[src/core/irq_flags_pkg.sv]
// Package: register map, flag positions and reset values of the I2C event flag block
package irq_flags_pkg;
    localparam logic [31:0] STATUS_ADDR = 32'h5000_132c;
    localparam logic [31:0] MASK_ADDR = 32'h5000_1330;
    localparam int FIFO_DEPTH = 32;
    localparam int LVL_W = 6;
    localparam int BIT_RX_UNDER = 0;
    localparam int BIT_RX_OVER = 1;
    localparam int BIT_RX_FULL = 2;
    localparam int BIT_TX_OVER = 3;
    localparam int BIT_TX_EMPTY = 4;
    localparam int BIT_RD_REQ = 5;
    localparam int BIT_TX_ABRT = 6;
    localparam int BIT_TX_DONE = 7;
    localparam logic [15:0] MASK_RESET = 16'h08ff;
    localparam logic [15:0] MASK_WRITABLE = 16'h0fff;
    localparam logic [7:0] FLAGS_RESET = 8'h00;
    localparam logic [15:0] ABORT_REASON_RESET = 16'h0000;

    // Hardware events from the bus engines and FIFO side
    typedef struct packed {
        logic tx_nack_last;
        logic tx_abort;
        logic [15:0] abort_reason;
        logic rd_req;
        logic tx_push;
        logic rx_push;
        logic rx_pop;
    } hw_events_t;

    // Register access strobes from the APB side
    typedef struct packed {
        logic wr;
        logic rd;
        logic [31:0] addr;
        logic [15:0] wdata;
        logic clr_tx_abrt_rd;
        logic clr_rd_req_rd;
    } reg_access_t;
endpackage : irq_flags_pkg

[src/core/irq_flags.sv]
// Event flags, mask register and interrupt output of the I2C controller
`timescale 1ns/1ns

//
// Contract
// - Slave-transmit NACK sets transmit-done flag
// - Transmit abort sets flag, records reason
// - Abort flag flushes TX FIFO until cleared
// - Read request sets flag, holds SCL low
// - Read of clear register drops read request
// - TX empty when level at/below threshold
// - Disabled: TX flushed, empty follows activity
// - Write at 32 entries sets TX overflow
// - Overflow/underflow held until internal enable drops
// - RX full when level at/above threshold
// - Disable flushes RX, clears RX full
// - Push at 32 bytes: ack, drop, overflow
// - Read of empty RX sets underflow
// - Mask bits 11:0 writable, only 7:0 gate flags; 15:12 zero
// - Mask reset: 0x08ff pattern
module irq_flags #(
    parameter int DEPTH = irq_flags_pkg::FIFO_DEPTH
) (
    input wire logic clk,
    input wire logic nrst,
    input wire irq_flags_pkg::hw_events_t ev,
    input wire irq_flags_pkg::reg_access_t acc,
    input wire logic enable,
    input wire logic internal_enable_signal,
    input wire logic engines_active,
    input wire logic [5:0] tx_threshold_reg,
    input wire logic [5:0] rx_threshold_reg,
    input wire logic [5:0] tx_level,
    input wire logic [5:0] rx_level,
    output logic [15:0] rdata,
    output logic [15:0] abort_reason_reg,
    output logic tx_flush,
    output logic rx_flush,
    output logic tx_drop,
    output logic rx_drop,
    output logic scl_hold_n,
    output logic irq
);
    logic [7:0] flags_r, flags_nxt;
    logic [15:0] mask_r, mask_nxt;
    logic [15:0] reason_r, reason_nxt;
    logic [15:0] rdata_r, rdata_nxt;
    logic tx_flush_r, tx_flush_nxt;
    logic rx_flush_r, rx_flush_nxt;
    logic tx_drop_r, tx_drop_nxt;
    logic rx_drop_r, rx_drop_nxt;
    logic scl_hold_n_r, scl_hold_n_nxt;
    logic irq_r, irq_nxt;
    logic [15:0] status_now;
    logic tx_full_push;
    logic rx_full_push;
    logic rx_empty_pop;

    function automatic logic [15:0] widen(input logic [7:0] f);
        widen = {8'h00, f};
    endfunction : widen

    // Address match of a register access
    function automatic logic hit(input logic [31:0] a, input logic [31:0] where);
        hit = (a == where);
    endfunction : hit

    // Pushes into a full FIFO and pops from an empty one
    assign tx_full_push = ev.tx_push && (tx_level >= 6'(DEPTH));
    assign rx_full_push = ev.rx_push && (rx_level >= 6'(DEPTH));
    assign rx_empty_pop = ev.rx_pop && (rx_level == 6'h00);

    // Event flags
    always_comb begin
        flags_nxt = flags_r;
        // Hardware-driven sticky flags: set wins over clear
        if (acc.clr_rd_req_rd) begin
            flags_nxt[irq_flags_pkg::BIT_RD_REQ] = 1'b0;
        end
        if (ev.rd_req) begin
            flags_nxt[irq_flags_pkg::BIT_RD_REQ] = 1'b1;
        end
        if (acc.clr_tx_abrt_rd) begin
            flags_nxt[irq_flags_pkg::BIT_TX_ABRT] = 1'b0;
        end
        if (ev.tx_abort) begin
            flags_nxt[irq_flags_pkg::BIT_TX_ABRT] = 1'b1;
        end
        if (ev.tx_nack_last) begin
            flags_nxt[irq_flags_pkg::BIT_TX_DONE] = 1'b1;
        end
        // Error flags clear only when the internal enable has fallen
        if (!internal_enable_signal) begin
            flags_nxt[irq_flags_pkg::BIT_TX_OVER] = 1'b0;
            flags_nxt[irq_flags_pkg::BIT_RX_OVER] = 1'b0;
            flags_nxt[irq_flags_pkg::BIT_RX_UNDER] = 1'b0;
        end
        if (tx_full_push) begin
            flags_nxt[irq_flags_pkg::BIT_TX_OVER] = 1'b1;
        end
        if (rx_full_push) begin
            flags_nxt[irq_flags_pkg::BIT_RX_OVER] = 1'b1;
        end
        if (rx_empty_pop) begin
            flags_nxt[irq_flags_pkg::BIT_RX_UNDER] = 1'b1;
        end
        // Level flags follow the FIFO fill every cycle while enabled
        if (!enable) begin
            flags_nxt[irq_flags_pkg::BIT_TX_EMPTY] = engines_active;
            flags_nxt[irq_flags_pkg::BIT_RX_FULL] = 1'b0;
        end else begin
            flags_nxt[irq_flags_pkg::BIT_TX_EMPTY] = (tx_level <= tx_threshold_reg);
            flags_nxt[irq_flags_pkg::BIT_RX_FULL] = (rx_level >= rx_threshold_reg);
        end
    end

    always_ff @(posedge clk or negedge nrst) begin
        if (!nrst) begin
            flags_r <= irq_flags_pkg::FLAGS_RESET;
        end else begin
            flags_r <= flags_nxt;
        end
    end

    // Mask register, reserved bits dropped on write
    always_comb begin
        mask_nxt = mask_r;
        if (acc.wr && hit(acc.addr, irq_flags_pkg::MASK_ADDR)) begin
            mask_nxt = acc.wdata & irq_flags_pkg::MASK_WRITABLE;
        end
    end

    always_ff @(posedge clk or negedge nrst) begin
        if (!nrst) begin
            mask_r <= irq_flags_pkg::MASK_RESET;
        end else begin
            mask_r <= mask_nxt;
        end
    end

    // Abort cause captured with the abort flag
    always_comb begin
        reason_nxt = reason_r;
        if (ev.tx_abort) begin
            reason_nxt = ev.abort_reason;
        end
    end

    always_ff @(posedge clk or negedge nrst) begin
        if (!nrst) begin
            reason_r <= irq_flags_pkg::ABORT_REASON_RESET;
        end else begin
            reason_r <= reason_nxt;
        end
    end

    assign status_now = widen(flags_r) & mask_r;

    // Read data stands one cycle after the access, zero otherwise
    always_comb begin
        rdata_nxt = 16'h0000;
        if (acc.rd && hit(acc.addr, irq_flags_pkg::STATUS_ADDR)) begin
            rdata_nxt = status_now;
        end else if (acc.rd && hit(acc.addr, irq_flags_pkg::MASK_ADDR)) begin
            rdata_nxt = mask_r;
        end
    end

    always_ff @(posedge clk or negedge nrst) begin
        if (!nrst) begin
            rdata_r <= 16'h0000;
        end else begin
            rdata_r <= rdata_nxt;
        end
    end

    // FIFO control, bus stretch and interrupt line
    always_comb begin
        tx_flush_nxt = flags_nxt[irq_flags_pkg::BIT_TX_ABRT] || !enable;
        rx_flush_nxt = !enable;
        tx_drop_nxt = tx_full_push;
        rx_drop_nxt = rx_full_push;
        // Stretch SCL until the read request is serviced
        scl_hold_n_nxt = !flags_nxt[irq_flags_pkg::BIT_RD_REQ];
        irq_nxt = |(widen(flags_nxt) & mask_nxt);
    end

    always_ff @(posedge clk or negedge nrst) begin
        if (!nrst) begin
            tx_flush_r <= 1'b0;
            rx_flush_r <= 1'b0;
            tx_drop_r <= 1'b0;
            rx_drop_r <= 1'b0;
            scl_hold_n_r <= 1'b1;
            irq_r <= 1'b0;
        end else begin
            tx_flush_r <= tx_flush_nxt;
            rx_flush_r <= rx_flush_nxt;
            tx_drop_r <= tx_drop_nxt;
            rx_drop_r <= rx_drop_nxt;
            scl_hold_n_r <= scl_hold_n_nxt;
            irq_r <= irq_nxt;
        end
    end

    assign rdata = rdata_r;
    assign abort_reason_reg = reason_r;
    assign tx_flush = tx_flush_r;
    assign rx_flush = rx_flush_r;
    assign tx_drop = tx_drop_r;
    assign rx_drop = rx_drop_r;
    assign scl_hold_n = scl_hold_n_r;
    assign irq = irq_r;
endmodule : irq_flags

[config.mk]
export PLATFORM = sky130hd
export DESIGN_NAME = irq_flags
export DESIGN_NICKNAME = d
export VERILOG_FILES = /design/src/core/irq_flags_pkg.sv /design/src/core/irq_flags.sv
export SDC_FILE = /design/constraint.sdc
export NUM_CORES = 1
export LEC_CHECK = 0
export ABC_AREA = 1
export BUFFER_PORTS_ARGS = -buffer_cell sky130_fd_sc_hd__buf_2
export CAP_MARGIN = 20
export CELL_PAD_IN_SITES_DETAIL_PLACEMENT = 1
export CELL_PAD_IN_SITES_GLOBAL_PLACEMENT = 1
export CORE_MARGIN = 1.5
export CORE_UTILIZATION = 35
export DETAILED_ROUTE_END_ITERATION = 16
export MAX_ROUTING_LAYER = met4
export PLACE_DENSITY = 0.86
export SLEW_MARGIN = 10
export SYNTH_ARGS = -nofsm -noshare
export SYNTH_HDL_FRONTEND = slang
export SYNTH_SLANG_ARGS = --single-unit
[constraint.sdc]
create_clock -name clk -period 3.1 [get_ports clk]
set_clock_uncertainty 0.05 [all_clocks]
set_input_delay 0.155 -clock clk [delete_from_list [all_inputs] [get_ports clk]]
set_output_delay 0.155 -clock clk [all_outputs]
set_load 0.005 [all_outputs]
# Word-level counts from Yosys, hierarchy flattened
# Index checks and enable logic that the tools add are counted.
[op_classes]
add_sub_neg = 0
mul = 0
div_mod_pow = 0
magnitude_cmp = 4
n_eq_ne = 2
shifts = 0
mux = 15
bitwise = 2
n_reduce_logical = 11
[op_table]
columns = ["op", "count"]
rows = [
  ["$eq A32 B31 Y1 const B", 2],
  ["$mux W16", 3],
  ["$and A8 B16 Y16", 2],
  ["$reduce_or A16 Y1", 1],
  ["$ge A6 B6 Y1 const B", 2],
  ["$mux W1", 11],
  ["$ge A6 B6 Y1", 1],
  ["$le A6 B6 Y1", 1],
  ["$logic_and A1 B1 Y1", 6],
  ["$logic_not A6 Y1", 1],
  ["$logic_not A1 Y1", 2],
  ["$mux W2", 1],
  ["$logic_or A1 B1 Y1", 1],
]
[totals]
reg_bits = 62
latchBits = 0
ramBits = 0
rom_bits = 0
inputBits = 103
out_inout_bits = 38
memories = 0

# Logic depth before layout (Yosys ltp)
# Gate-level depths: netlist of run 1.
[logic_depth]
word_depth = 5
mapped_depth = 13

# Worst setup path before layout of run 1
# Ideal clock, no wire load.
[synth_timing]
path_kind = "input port to flip-flop"
from = "in acc[43] in the netlist's numbering"
to = "reg rdata_r[2], in the netlist rdata[2]"
arrival_ps = 1150
t_required_ps = 2977
path_slack_ps = 1827
stages = 5
cell_sequence = "nor4_2 > nor3b_4 > nand3_2 > buf_6 > a21oi_2"
[synth_between]
elab_chain_cells = 4
word_cells_on_any_way = 6
[synth_lines]
columns = ["item", "line", "rtl"]
rows = [
  ["start, declared", "irq_flags.sv:27", "input wire irq_flags_pkg::reg_access_t acc,"],
  ["$eq A32 B31 Y1", "irq_flags.sv:65", "hit = (a == where);"],
  ["$logic_and A1 B1 Y1", "irq_flags.sv:164", "end else if (acc.rd && hit(acc.addr, irq_flags_pkg::MASK_ADDR)) begin"],
  ["$mux W16", "irq_flags.sv:164", ""],
  ["$mux W16 *", "irq_flags.sv:162", "if (acc.rd && hit(acc.addr, irq_flags_pkg::STATUS_ADDR)) begin"],
  ["named net rdata_nxt[2]", "irq_flags.sv:47", "logic [15:0] rdata_r, rdata_nxt;"],
  ["end signal, assigned", "irq_flags.sv:173", "rdata_r <= rdata_nxt;"],
  ["end, declared", "irq_flags.sv:47", ""],
]
# The timed path passes the listed nets; every way through them passes the cells marked *.
# A chain may end at the register's enable or synchronous reset.

# Worst setup path in the final report of run 1
[layout_timing]
from = "in acc[37] in the netlist's numbering"
to = "reg rdata_r[11], in the netlist rdata[11]"
# The elaborated chain is that of the path after synthesis.

==> results of run 1 <==
## cell families (layout without fill, tap and decap cells)
group,after synthesis,after routing
and+or+nand+nor,144,144
buffers and inverters,67,202
DFF,54,54
AOI/OAI and AO/OA,23,23
muxes,16,16
adders and majority gates,12,12
other,1,4
## layer usage
layer,routed length (um),share of wire,up-vias
met5,0,0,-
met4,102,0.014,0
met3,348,0.047,13
met2,4070,0.55,83
met1,2850,0.39,1209
li1,-,-,1253
## timing repair
item	4_1_cts	5_1_grt
setup buffers	0	0
resized for setup	0	0
endpoints found under the hold margin	34	0
endpoints found under the setup margin	0	0
hold buffers	3	0
## worst max-delay path by stage
stage | startpoint | end | slack, ps | cells past startpoint
global route | acc[37] | rdata[11] | 1360 | 6
CTS | acc[37] | rdata[11] | 1530 | 6
finish | acc[37] | rdata[11] | 1540 | 6
global placement | acc[43] | rdata[0] | 1240 | 5
floorplan | acc[43] | rdata[2] | 1830 | 5
detailed placement | acc[37] | rdata[11] | 1210 | 6
## critical path, cell delays in order
cell,delay [ps]
buf_2,120
nor2_1,130
nand4_1,160
nor3b_4,460
nand3_2,420
nor2_1,270
## stage by stage
| step | hold slack [ps] | worst slack, ps | cell area [sq um] |
|---|---|---|---|
| finish | 13.0 | 1540 | 3670 |
| global route | 14.6 | 1360 | 3670 |
| CTS | 10.9 | 1530 | 3670 |
| detailed placement | 238 | 1210 | 3540 |
| global placement | 226 | 1240 | 3540 |
| floorplan | -191 | 1830 | 2810 |
## Yosys cell counts
library cell,instances
buf_6,1
a21oi_1,13
o21bai_1,1
nand2_1,52
inv_1,58
nor3_1,1
conb_1,1
dfrtp_1,44
clkbuf_1,2
o21ai_0,1
ha_1,12
nand3_2,2
a21o_1,1
a21boi_0,1
buf_4,4
a21oi_2,6
mux2_2,16
and2_1,8
nand3_1,24
nor4_2,1
dfstp_2,10
or2_2,1
buf_2,2
nor3b_4,1
nor2_4,1
nand3b_1,3
nor4_4,1
nand4_1,4
nor2_1,45
## power groups by stage
stage	sequential (W)	clock [W]	combinational, W
2_1_floorplan	0.000765	0	0.0000930
3_3_place_gp	0.000761	0	0.000210
3_5_place_dp	0.000765	0	0.000223
4_1_cts	0.000751	0.000413	0.000227
5_1_grt	0.000755	0.000437	0.000255
6_report	0.000750	0.000398	0.000221
## final cells by class
class	count	area, sq um
timing repair buffer	136	698
tap	102	128
inverter	58	218
clock buffer	6	82.6
sequential	54	1360
fill	986	4060
multi-input combinational	199	1170
clock inverter	2	12.5
==> results.ini, run 1 <==
[synth]
synth_compound_area_frac=0.0519
synth_top_area_cell=dfrtp_1
ys_types=29
synth_xor_area_frac=0
avgSynthCellArea_sq_um=8.82
synthesis.area_sq_um=2800
synth_mux_area_frac=0.0644
ys_seq_area_frac=0.488
synth-seq-cells=54
yosys_warnings=0
postSynthCellCount=317
yosys.area_share.adder=0.0537
yosys.area_share.simple=0.242
synth_area_leaders=dfrtp_1, dfstp_2, inv_1
yosys.area.top_type_share=0.394
synth_top_family_by_area=simple AND/OR/NAND/NOR gates

[sta]
worstMarginPinSlew_ps=797
period_share=0.502
relSlewSlack=0.469
fmax_ghz=0.642
fin_crit_ps=1560
hold_viol=0
rsz0062_at_grt=no
setup_tns_ps=0
maxSlewViolCount=0
setup_violations=0

[finish]
final_common_cell=buf_2
final_core_util=0.475
final_cell_mix=buf_2, inv_1, nand2_1
antennaDiodeCount=0
largest_reg_flops=16
area_growth_pct=31.2
layout.cells.non_filler=557
layout.nets=569
layout-drive-gt1-share=0.396

[global_routing]
grt_pass1_wl_um=12600
antenna_found_initial=0
grt_max_degree=38
grt_overflow=0
globalRouteMet1Util=0.209
grt_pass1_vias=2800
grt_usage=0.189
use_met2=0.350
busiest_layer=met2
grtUsageMet3=0.0312

[pwr]
p_int_w=0.00103
p_leak_nw=2.09
pwr-share-comb=0.162
totalPowerFinal_w=0.00137
peakVddDrop_v=0.000168
p_switching_w=0.000341
p_clk_frac=0.290
power_density_nw_per_um2=373
swShare=0.249
power_frac_seq=0.548

[routing]
vias_per_cell=4.59
totalWireLength_um=7370
wl_per_cell_um=13.2
vias=2558
drt-initial-drc-count=47
firstDrtPassIters=4
drc=0
antenna_left=0

[floorplan]
coreArea_sq_um=7730
io_pins=141
rows=32
die_h_um=92.4
initial_utilization=0.362
die_w_um=92.4
die-area_sq_um=8530

[cts]
h-tree-depth=2
cts-root-buf=clkbuf_8
clk_pin_slew_ps=100
cts-buffers-inserted=5
cts.sinks=54
cts_tree=done
clk_path_buf_depth=2
clock_latency_ps=300

[worst_setup_path]
reg2reg_from=flags_r[5]
regToRegEndpoint=irq
reg2reg_slack_ps=1910
worstSetupStartpointType=input pin
crit_path_max_fanout=12
critPathRequiredTime_ps=3260
crit_arrival_ps=1720
crit_type=in2reg
crit_path_end_kind=flip-flop
rr_worst_depth=6

[min_path]
worst_hold_path.num_cells=3
holdPathEnd=rx_drop
min_from=ev[1]
hp-class=in2reg

[place]
dp.cells=546
portBuffers=132
place_congestion=0.787
dpl.hpwl_um=6200

[outcome]
outcome=completed

[flow_run]
maxCapViolations=0

No activity file was read; power rests on OpenSTA's default activity.
==> inputs of run 2 (changes only) <==
--- a/config.mk
+++ b/config.mk
@@ -5,16 +5,16 @@
 export SDC_FILE = /design/constraint.sdc
 export NUM_CORES = 1
 export LEC_CHECK = 0
-export ABC_AREA = 1
+export ABC_AREA = 0
 export BUFFER_PORTS_ARGS = -buffer_cell sky130_fd_sc_hd__buf_2
 export CAP_MARGIN = 20
 export CELL_PAD_IN_SITES_DETAIL_PLACEMENT = 1
 export CELL_PAD_IN_SITES_GLOBAL_PLACEMENT = 1
 export CORE_MARGIN = 1.5
-export CORE_UTILIZATION = 35
+export CORE_UTILIZATION = 33
 export DETAILED_ROUTE_END_ITERATION = 16
 export MAX_ROUTING_LAYER = met4
-export PLACE_DENSITY = 0.86
+export PLACE_DENSITY = 0.79
 export SLEW_MARGIN = 10
 export SYNTH_ARGS = -nofsm -noshare
 export SYNTH_HDL_FRONTEND = slang
==> constraint.sdc (replaced) <==
create_clock -name clk -period 1.6 [get_ports clk]
set_clock_uncertainty 0.05 [all_clocks]
set_input_delay 0.08 -clock clk [delete_from_list [all_inputs] [get_ports clk]]
set_output_delay 0.08 -clock clk [all_outputs]
set_load 0.005 [all_outputs]
==> run 2 against run 1 <==
Effect of this change: the flow now finishes with violations (setup timing); first-iteration DRC count is 15% higher; power is 110% higher; largest power group unchanged; wire length is 1.6% higher; worst hold slack better by 1.5 ps; critical path type unchanged; largest cell class unchanged; critical path depth is 2 higher; combinational power is 120% higher; synthesized area is 8.6% lower; die area is 3.0% lower.
==> results.ini, run 2 <==
[floorplan]
io_pins=141  ; unchanged
rows=31  ; -3.1%
initial_utilization=0.347  ; -0.0152
die-area_sq_um=8280  ; -3.0%
die_w_um=91.0  ; -1.5%
die_h_um=91.0  ; -1.5%
coreArea_sq_um=7370  ; -4.6%

[routing]
vias=2264  ; -11%
totalWireLength_um=7490  ; +1.6%
firstDrtPassIters=4  ; unchanged
drt-initial-drc-count=54  ; +15%
vias_per_cell=4.67  ; +1.6%
wl_per_cell_um=15.4  ; +17%
drc=0  ; unchanged
antenna_left=0  ; unchanged

[synth]
yosys_warnings=0  ; unchanged
post-synth-top-count-cell=dfrtp_1
synth-seq-cells=54  ; unchanged
synth_commonest_cells=dfrtp_1, mux2_2, inv_1
ys_types=43  ; +48%
async_flop_share=1.00  ; unchanged
postSynthCellCount=201  ; -37%
synth_edf_count=0  ; unchanged
ys_seq_area_frac=0.534  ; +0.0461
synthesis.area_sq_um=2550  ; -8.6%
synth_top_area_cell=dfrtp_1
yosys.area.top_type_share=0.431  ; +0.0372
avgSynthCellArea_sq_um=12.7  ; +44%
synth_area_leaders=dfrtp_1, mux2_2, dfstp_2
synth_flop_cell=dfrtp_1

[finish]
layout-drive-gt1-share=0.534  ; +0.138
final_cell_mix=buf_2, dfrtp_1, dlygate4sd3_1
area_growth_pct=56.0
regArea_sq_um=1360  ; unchanged
final_common_cell=buf_2
final_core_util=0.541  ; +0.0658
stdcell_area_sq_um=3990  ; +8.6%
fillCellCount=828  ; -16%
multiInputGateArea_sq_um=1130  ; -2.9%
layout.nets=500  ; -12%
antennaDiodeCount=0  ; unchanged
largest_reg_flops=16  ; unchanged

[pwr]
p_leak_nw=2.06  ; -1.5%
swShare=0.224  ; -0.0257
power_density_nw_per_um2=717  ; +92%
p_switching_w=0.000639  ; +87%
power_frac_seq=0.510  ; -0.038
peakVddDrop_v=0.000347  ; +110%
p_clk_frac=0.320  ; +0.030
pwr-share-comb=0.170  ; +0.008
p_int_w=0.00222  ; +120%

[sta]
setup_violations=1  ; +1
hold_viol=0  ; unchanged
rsz0062_at_grt=yes
fmax_ghz=0.612
fin_crit_ps=1630
layout_setup_ws_ps=-33.6  ; -1580 ps
maxSlewViolCount=0  ; unchanged
period_share=1.02
setup_tns_ps=-33.6  ; -33.6 ps

[place]
dpl.hpwl_um=5460  ; -12%
placement.cell_area_sq_um=3480  ; -1.7%
place_congestion=0.835  ; +6.1%
portBuffers=132  ; unchanged

[min_path]
min_from=acc[9]
worst_hold_path.num_cells=2  ; -1
holdPathEnd=mask_r[7]
hp-class=in2reg

[cts]
clk_pin_slew_ps=90  ; about the same
post_cts_buffers=0  ; unchanged
cts_tree=done
cts.sinks=54  ; unchanged
h-tree-depth=2  ; unchanged
clock_latency_ps=300  ; about the same
cts-root-buf=clkbuf_8
cts-buffers-inserted=5  ; unchanged
clk_path_buf_depth=2  ; unchanged

[worst_setup_path]
crit_path_max_fanout=6  ; -6
rr_worst_depth=4  ; -2
worstPathCellList=buf_6 > nor4_4 > nand4_4 > nor3_4 > buf_12 > mux2_4 > a2111oi_4 > nand3_1
cp_slowest_cell=nor4_4
crit_family=simple AND/OR/NAND/NOR gates
crit_path_end_kind=flip-flop
critPathRequiredTime_ps=1740  ; -1520 ps
path_buf_inv=2  ; +1
crit_type=in2reg
slowest_delay_ps=340  ; -120 ps
reg2reg_from=flags_r[0]
reg2reg_slack_ps=210  ; -1700 ps
crit_arrival_ps=1770  ; +50 ps
regToRegEndpoint=irq
worstSetupStartpointType=input pin

[global_routing]
antenna_found_initial=0  ; unchanged
grt_overflow=0  ; unchanged
grt_pass1_vias=2537  ; -9.4%
grt_pass1_wl_um=12400  ; -1.4%
grt_usage=0.195  ; +0.00609
grt_max_degree=55  ; +45%

[outcome]
outcome=finished with violations
violations=setup timing

[flow_run]
maxCapViolations=0  ; unchanged

## run 2: changes by cell type in the layout (fill, tap and decap cells not counted), moves of 6 or more
cell / before / now
a21oi_2: 6 / 0
mux2_2: 16 / 24
nor2b_1: 0 / 8
nand3_1: 24 / 4
nand2_1: 52 / 6
dlygate4sd3_1: 3 / 34
nor2_1: 45 / 1
buf_4: 1 / 12
inv_1: 58 / 19
a21o_1: 1 / 8
## run 2: area by class of cell
type	count	area share
multi-input combinational	124	0.284
sequential	54	0.342
tap	99	0.0311
inverter	19	0.0179
timing repair buffer	181	0.295
clock inverter	1	0.00754
clock buffer	7	0.0217
## run 2: what timing repair did
action / in CTS / in global routing
resized for setup: 3 / 6
hold buffers: 33 / 1
endpoints found under the hold margin: 88 / 1
setup endpoints to repair: 1 / 1
gates cloned: 0 / 0
pin swaps: 2 / 4
## run 2: worst max path at each step
stage	from	end	slack (ps)	cells after the start
2_1_floorplan	acc[42]	irq	-230	6
3_3_place_gp	acc[49]	irq	-330	8
5_1_grt	acc[33]	irq	-140	8
6_report	acc[33]	irq	-30	8
3_5_place_dp	acc[21]	irq	-410	8
4_1_cts	acc[42]	irq	-50	8
## run 2: layer usage
metal | up-vias | GRT usage | routed length, um
met4 | 0 | 0.0391 | 19
met5 | - | - | 0
met2 | 108 | 0.359 | 4010
met3 | 2 | 0.0477 | 562
li1 | 1071 | - | -
met1 | 1083 | 0.213 | 2890
## run 2: power groups by stage
stage,combinational (W),sequential [W],clock [W]
after detailed placement,0.000410,0.00148,0
after floorplan,0.000149,0.00148,0
after CTS,0.000475,0.00145,0.000947
after global placement,0.000394,0.00147,0
after global routing,0.000536,0.00147,0.00101
final,0.000487,0.00146,0.000914
## run 2: cell families after synthesis
kind of cell,Yosys count,synth area share
AO/OA/AOI/OAI,32,0.0857
flip-flops,54,0.534
AND/OR/NAND/NOR,51,0.166
buffers and inverters,26,0.0446
multiplexers,25,0.110
adder cells (fa/ha/maj),12,0.0588
other,1,0.00147
## run 2: through the flow
stage	power (W)	worst slack (ps)	std cells	hold slack, ps
3_3_place_gp	0.00187	-333	443	43.6
2_1_floorplan	0.00163	-231	204	-266
5_1_grt	0.00302	-138	485	0.446
6_report	0.00286	-33.6	485	14.5
3_5_place_dp	0.00189	-413	443	45.1
4_1_cts	0.00288	-48.1	484	0.0738
==> inputs of run 3 (changes only) <==
--- a/config.mk
+++ b/config.mk
@@ -5,13 +5,13 @@
 export SDC_FILE = /design/constraint.sdc
 export NUM_CORES = 1
 export LEC_CHECK = 0
-export ABC_AREA = 0
+export ABC_AREA = 1
 export BUFFER_PORTS_ARGS = -buffer_cell sky130_fd_sc_hd__buf_2
 export CAP_MARGIN = 20
 export CELL_PAD_IN_SITES_DETAIL_PLACEMENT = 1
 export CELL_PAD_IN_SITES_GLOBAL_PLACEMENT = 1
 export CORE_MARGIN = 1.5
-export CORE_UTILIZATION = 33
+export CORE_UTILIZATION = 32
 export DETAILED_ROUTE_END_ITERATION = 16
 export MAX_ROUTING_LAYER = met4
 export PLACE_DENSITY = 0.79
==> run 3 against run 2 <==
Effect of this change: the flow now finishes without violations; die area increased by 12%; setup slack improved by 260 ps; core utilization fell by 6.2 points; maximum frequency rose by 19%; critical path depth shrank 6; register-to-register slack gained 20 ps; sequential power about the same; final area up 0.13%; first-iteration DRC count down 17%.
==> results.ini, run 3 (synthesis gave the netlist of run 1 again) <==
[outcome]
outcome=completed

[worst_setup_path]
crit_path_end_kind=flip-flop
rr_worst_depth=2  ; -2
critPathRequiredTime_ps=1800  ; +60 ps
worstSetupStartpointType=flip-flop
crit_type=reg2reg
crit_arrival_ps=1570  ; -200 ps
crit_path_max_fanout=2  ; -4

[routing]
drc=0  ; unchanged
antenna_left=0  ; unchanged
vias_per_cell=4.52  ; -3.1%
wl_per_cell_um=13.7  ; -11%
firstDrtPassIters=4  ; unchanged
totalWireLength_um=8100  ; +8.1%
drt-initial-drc-count=45  ; -17%
vias=2669  ; +18%

[pwr]
p_clk_frac=0.313  ; -0.007
p_leak_nw=2.23  ; +8.4%
swShare=0.240  ; +0.0165
peakVddDrop_v=0.000360  ; +3.9%
power_frac_seq=0.515  ; +0.005
p_switching_w=0.000679  ; +6.3%
pwr-share-comb=0.172  ; +0.002
power_density_nw_per_um2=709  ; -1.2%
p_int_w=0.00215  ; -3.1%

[finish]
final_core_util=0.478  ; -0.0623
layout-drive-gt1-share=0.379  ; -0.154
final_cell_mix=buf_2, inv_1, nand2_1
largest_reg_flops=16  ; unchanged
layout.nets=599  ; +20%
antennaDiodeCount=0  ; unchanged
final_common_cell=buf_2
area_growth_pct=42.7

[cts]
clock_latency_ps=300  ; about the same
post_cts_buffers=0  ; unchanged
clk_path_buf_depth=2  ; unchanged
cts-buffers-inserted=5  ; unchanged
cts_tree=done
clk_pin_slew_ps=90  ; about the same
cts.sinks=54  ; unchanged
h-tree-depth=2  ; unchanged
cts-root-buf=clkbuf_8

[sta]
maxSlewViolCount=0  ; unchanged
setup_tns_ps=0  ; +33.6 ps
layout_setup_ws_ps=226  ; +259 ps
rsz0062_at_grt=no
hold_viol=0  ; unchanged
setup_violations=0  ; -1
period_share=0.859  ; -0.162
fmax_ghz=0.728  ; +19%
holdWs_ps=6.79  ; -7.74 ps
fin_crit_ps=1370  ; -259 ps

[flow_run]
maxCapViolations=0  ; unchanged

[min_path]
hp-class=in2reg
worst_hold_path.num_cells=3  ; +1

[global_routing]
antenna_found_initial=0  ; unchanged
grt_usage=0.184  ; -0.0119
grt_overflow=0  ; unchanged
grt_pass1_vias=2852  ; +12%
grt_pass1_wl_um=12800  ; +2.8%
grt_max_degree=39  ; -29%

[floorplan]
initial_utilization=0.335  ; -0.0114
die-area_sq_um=9310  ; +12%
io_pins=141  ; unchanged
die_w_um=96.5  ; +6.0%
coreArea_sq_um=8340  ; +13%
rows=33  ; +6.5%
die_h_um=96.5  ; +6.0%

[place]
place_congestion=0.815  ; -2.3%
dpl.hpwl_um=6020  ; +10%
place_ws_ps=87.3  ; +500 ps
portBuffers=132  ; unchanged

## run 3: cell types whose count changed in the layout (fill, tap and decap cells not counted), moves of 5 or more
cell / change
buf_4: -8
nand3_1: +20
inv_1: +39
dlygate4sd3_1: -5
a21o_1: -7
nand2_1: +46
a21oi_2: +6
mux2_2: -8
nor2b_1: -8
nor2_1: +44
## run 3: path summary, 6_finish.rpt
check,start,end,slack [ps]
max reg2reg,flags_r[5],scl_hold_n,230
min,acc[11],mask_r[9],7
max in group asynchronous,nrst,mask_r[6],700
max,flags_r[5],scl_hold_n,230
min in group asynchronous,nrst,mask_r[8],190
min reg2reg,mask_r[11],mask_r[11],440
## run 3: timing repair
action                    CTS  global route
hold endpoints to repair   45             0
gates resized for setup     0             0
hold buffers               29             0
## run 3: metal layers
layer,global-route usage,part of all wire
met1,0.197,0.40
met2,0.350,0.54
met3,0.0250,0.048
met4,0.0507,0.020
met5,-,0
## run 3: layout make-up
type                    instances  area, sq um
multi-input cells             199         1170
fillers                      1027         4350
well taps                     105          131
clock inverters                 3         40.0
clock buffers                   5         68.8
flip-flops and latches         54         1360
repair buffers                166         1000
inverters                      58          218
## run 3: power by group through the flow
stage / sequential (W) / clock (W) / combinational [W]
3_3_place_gp: 0.00148 / 0 / 0.000413
3_5_place_dp: 0.00148 / 0 / 0.000432
2_1_floorplan: 0.00148 / 0 / 0.000180
5_1_grt: 0.00147 / 0.000954 / 0.000558
4_1_cts: 0.00145 / 0.000914 / 0.000490
6_report: 0.00146 / 0.000884 / 0.000488
## run 3: per-stage QoR
stage | std cells | total power, W | instance area [sq um]
2_1_floorplan | 320 | 0.00166 | 2810
3_5_place_dp | 553 | 0.00191 | 3590
3_3_place_gp | 553 | 0.00189 | 3590
6_report | 590 | 0.00283 | 3990
5_1_grt | 590 | 0.00298 | 3990
4_1_cts | 590 | 0.00286 | 3990
## run 3: worst max-delay path: stages (launching register included)
cell	delay, ps
dfrtp_1	410
a21oi_1	260
dlygate4sd3_1	600
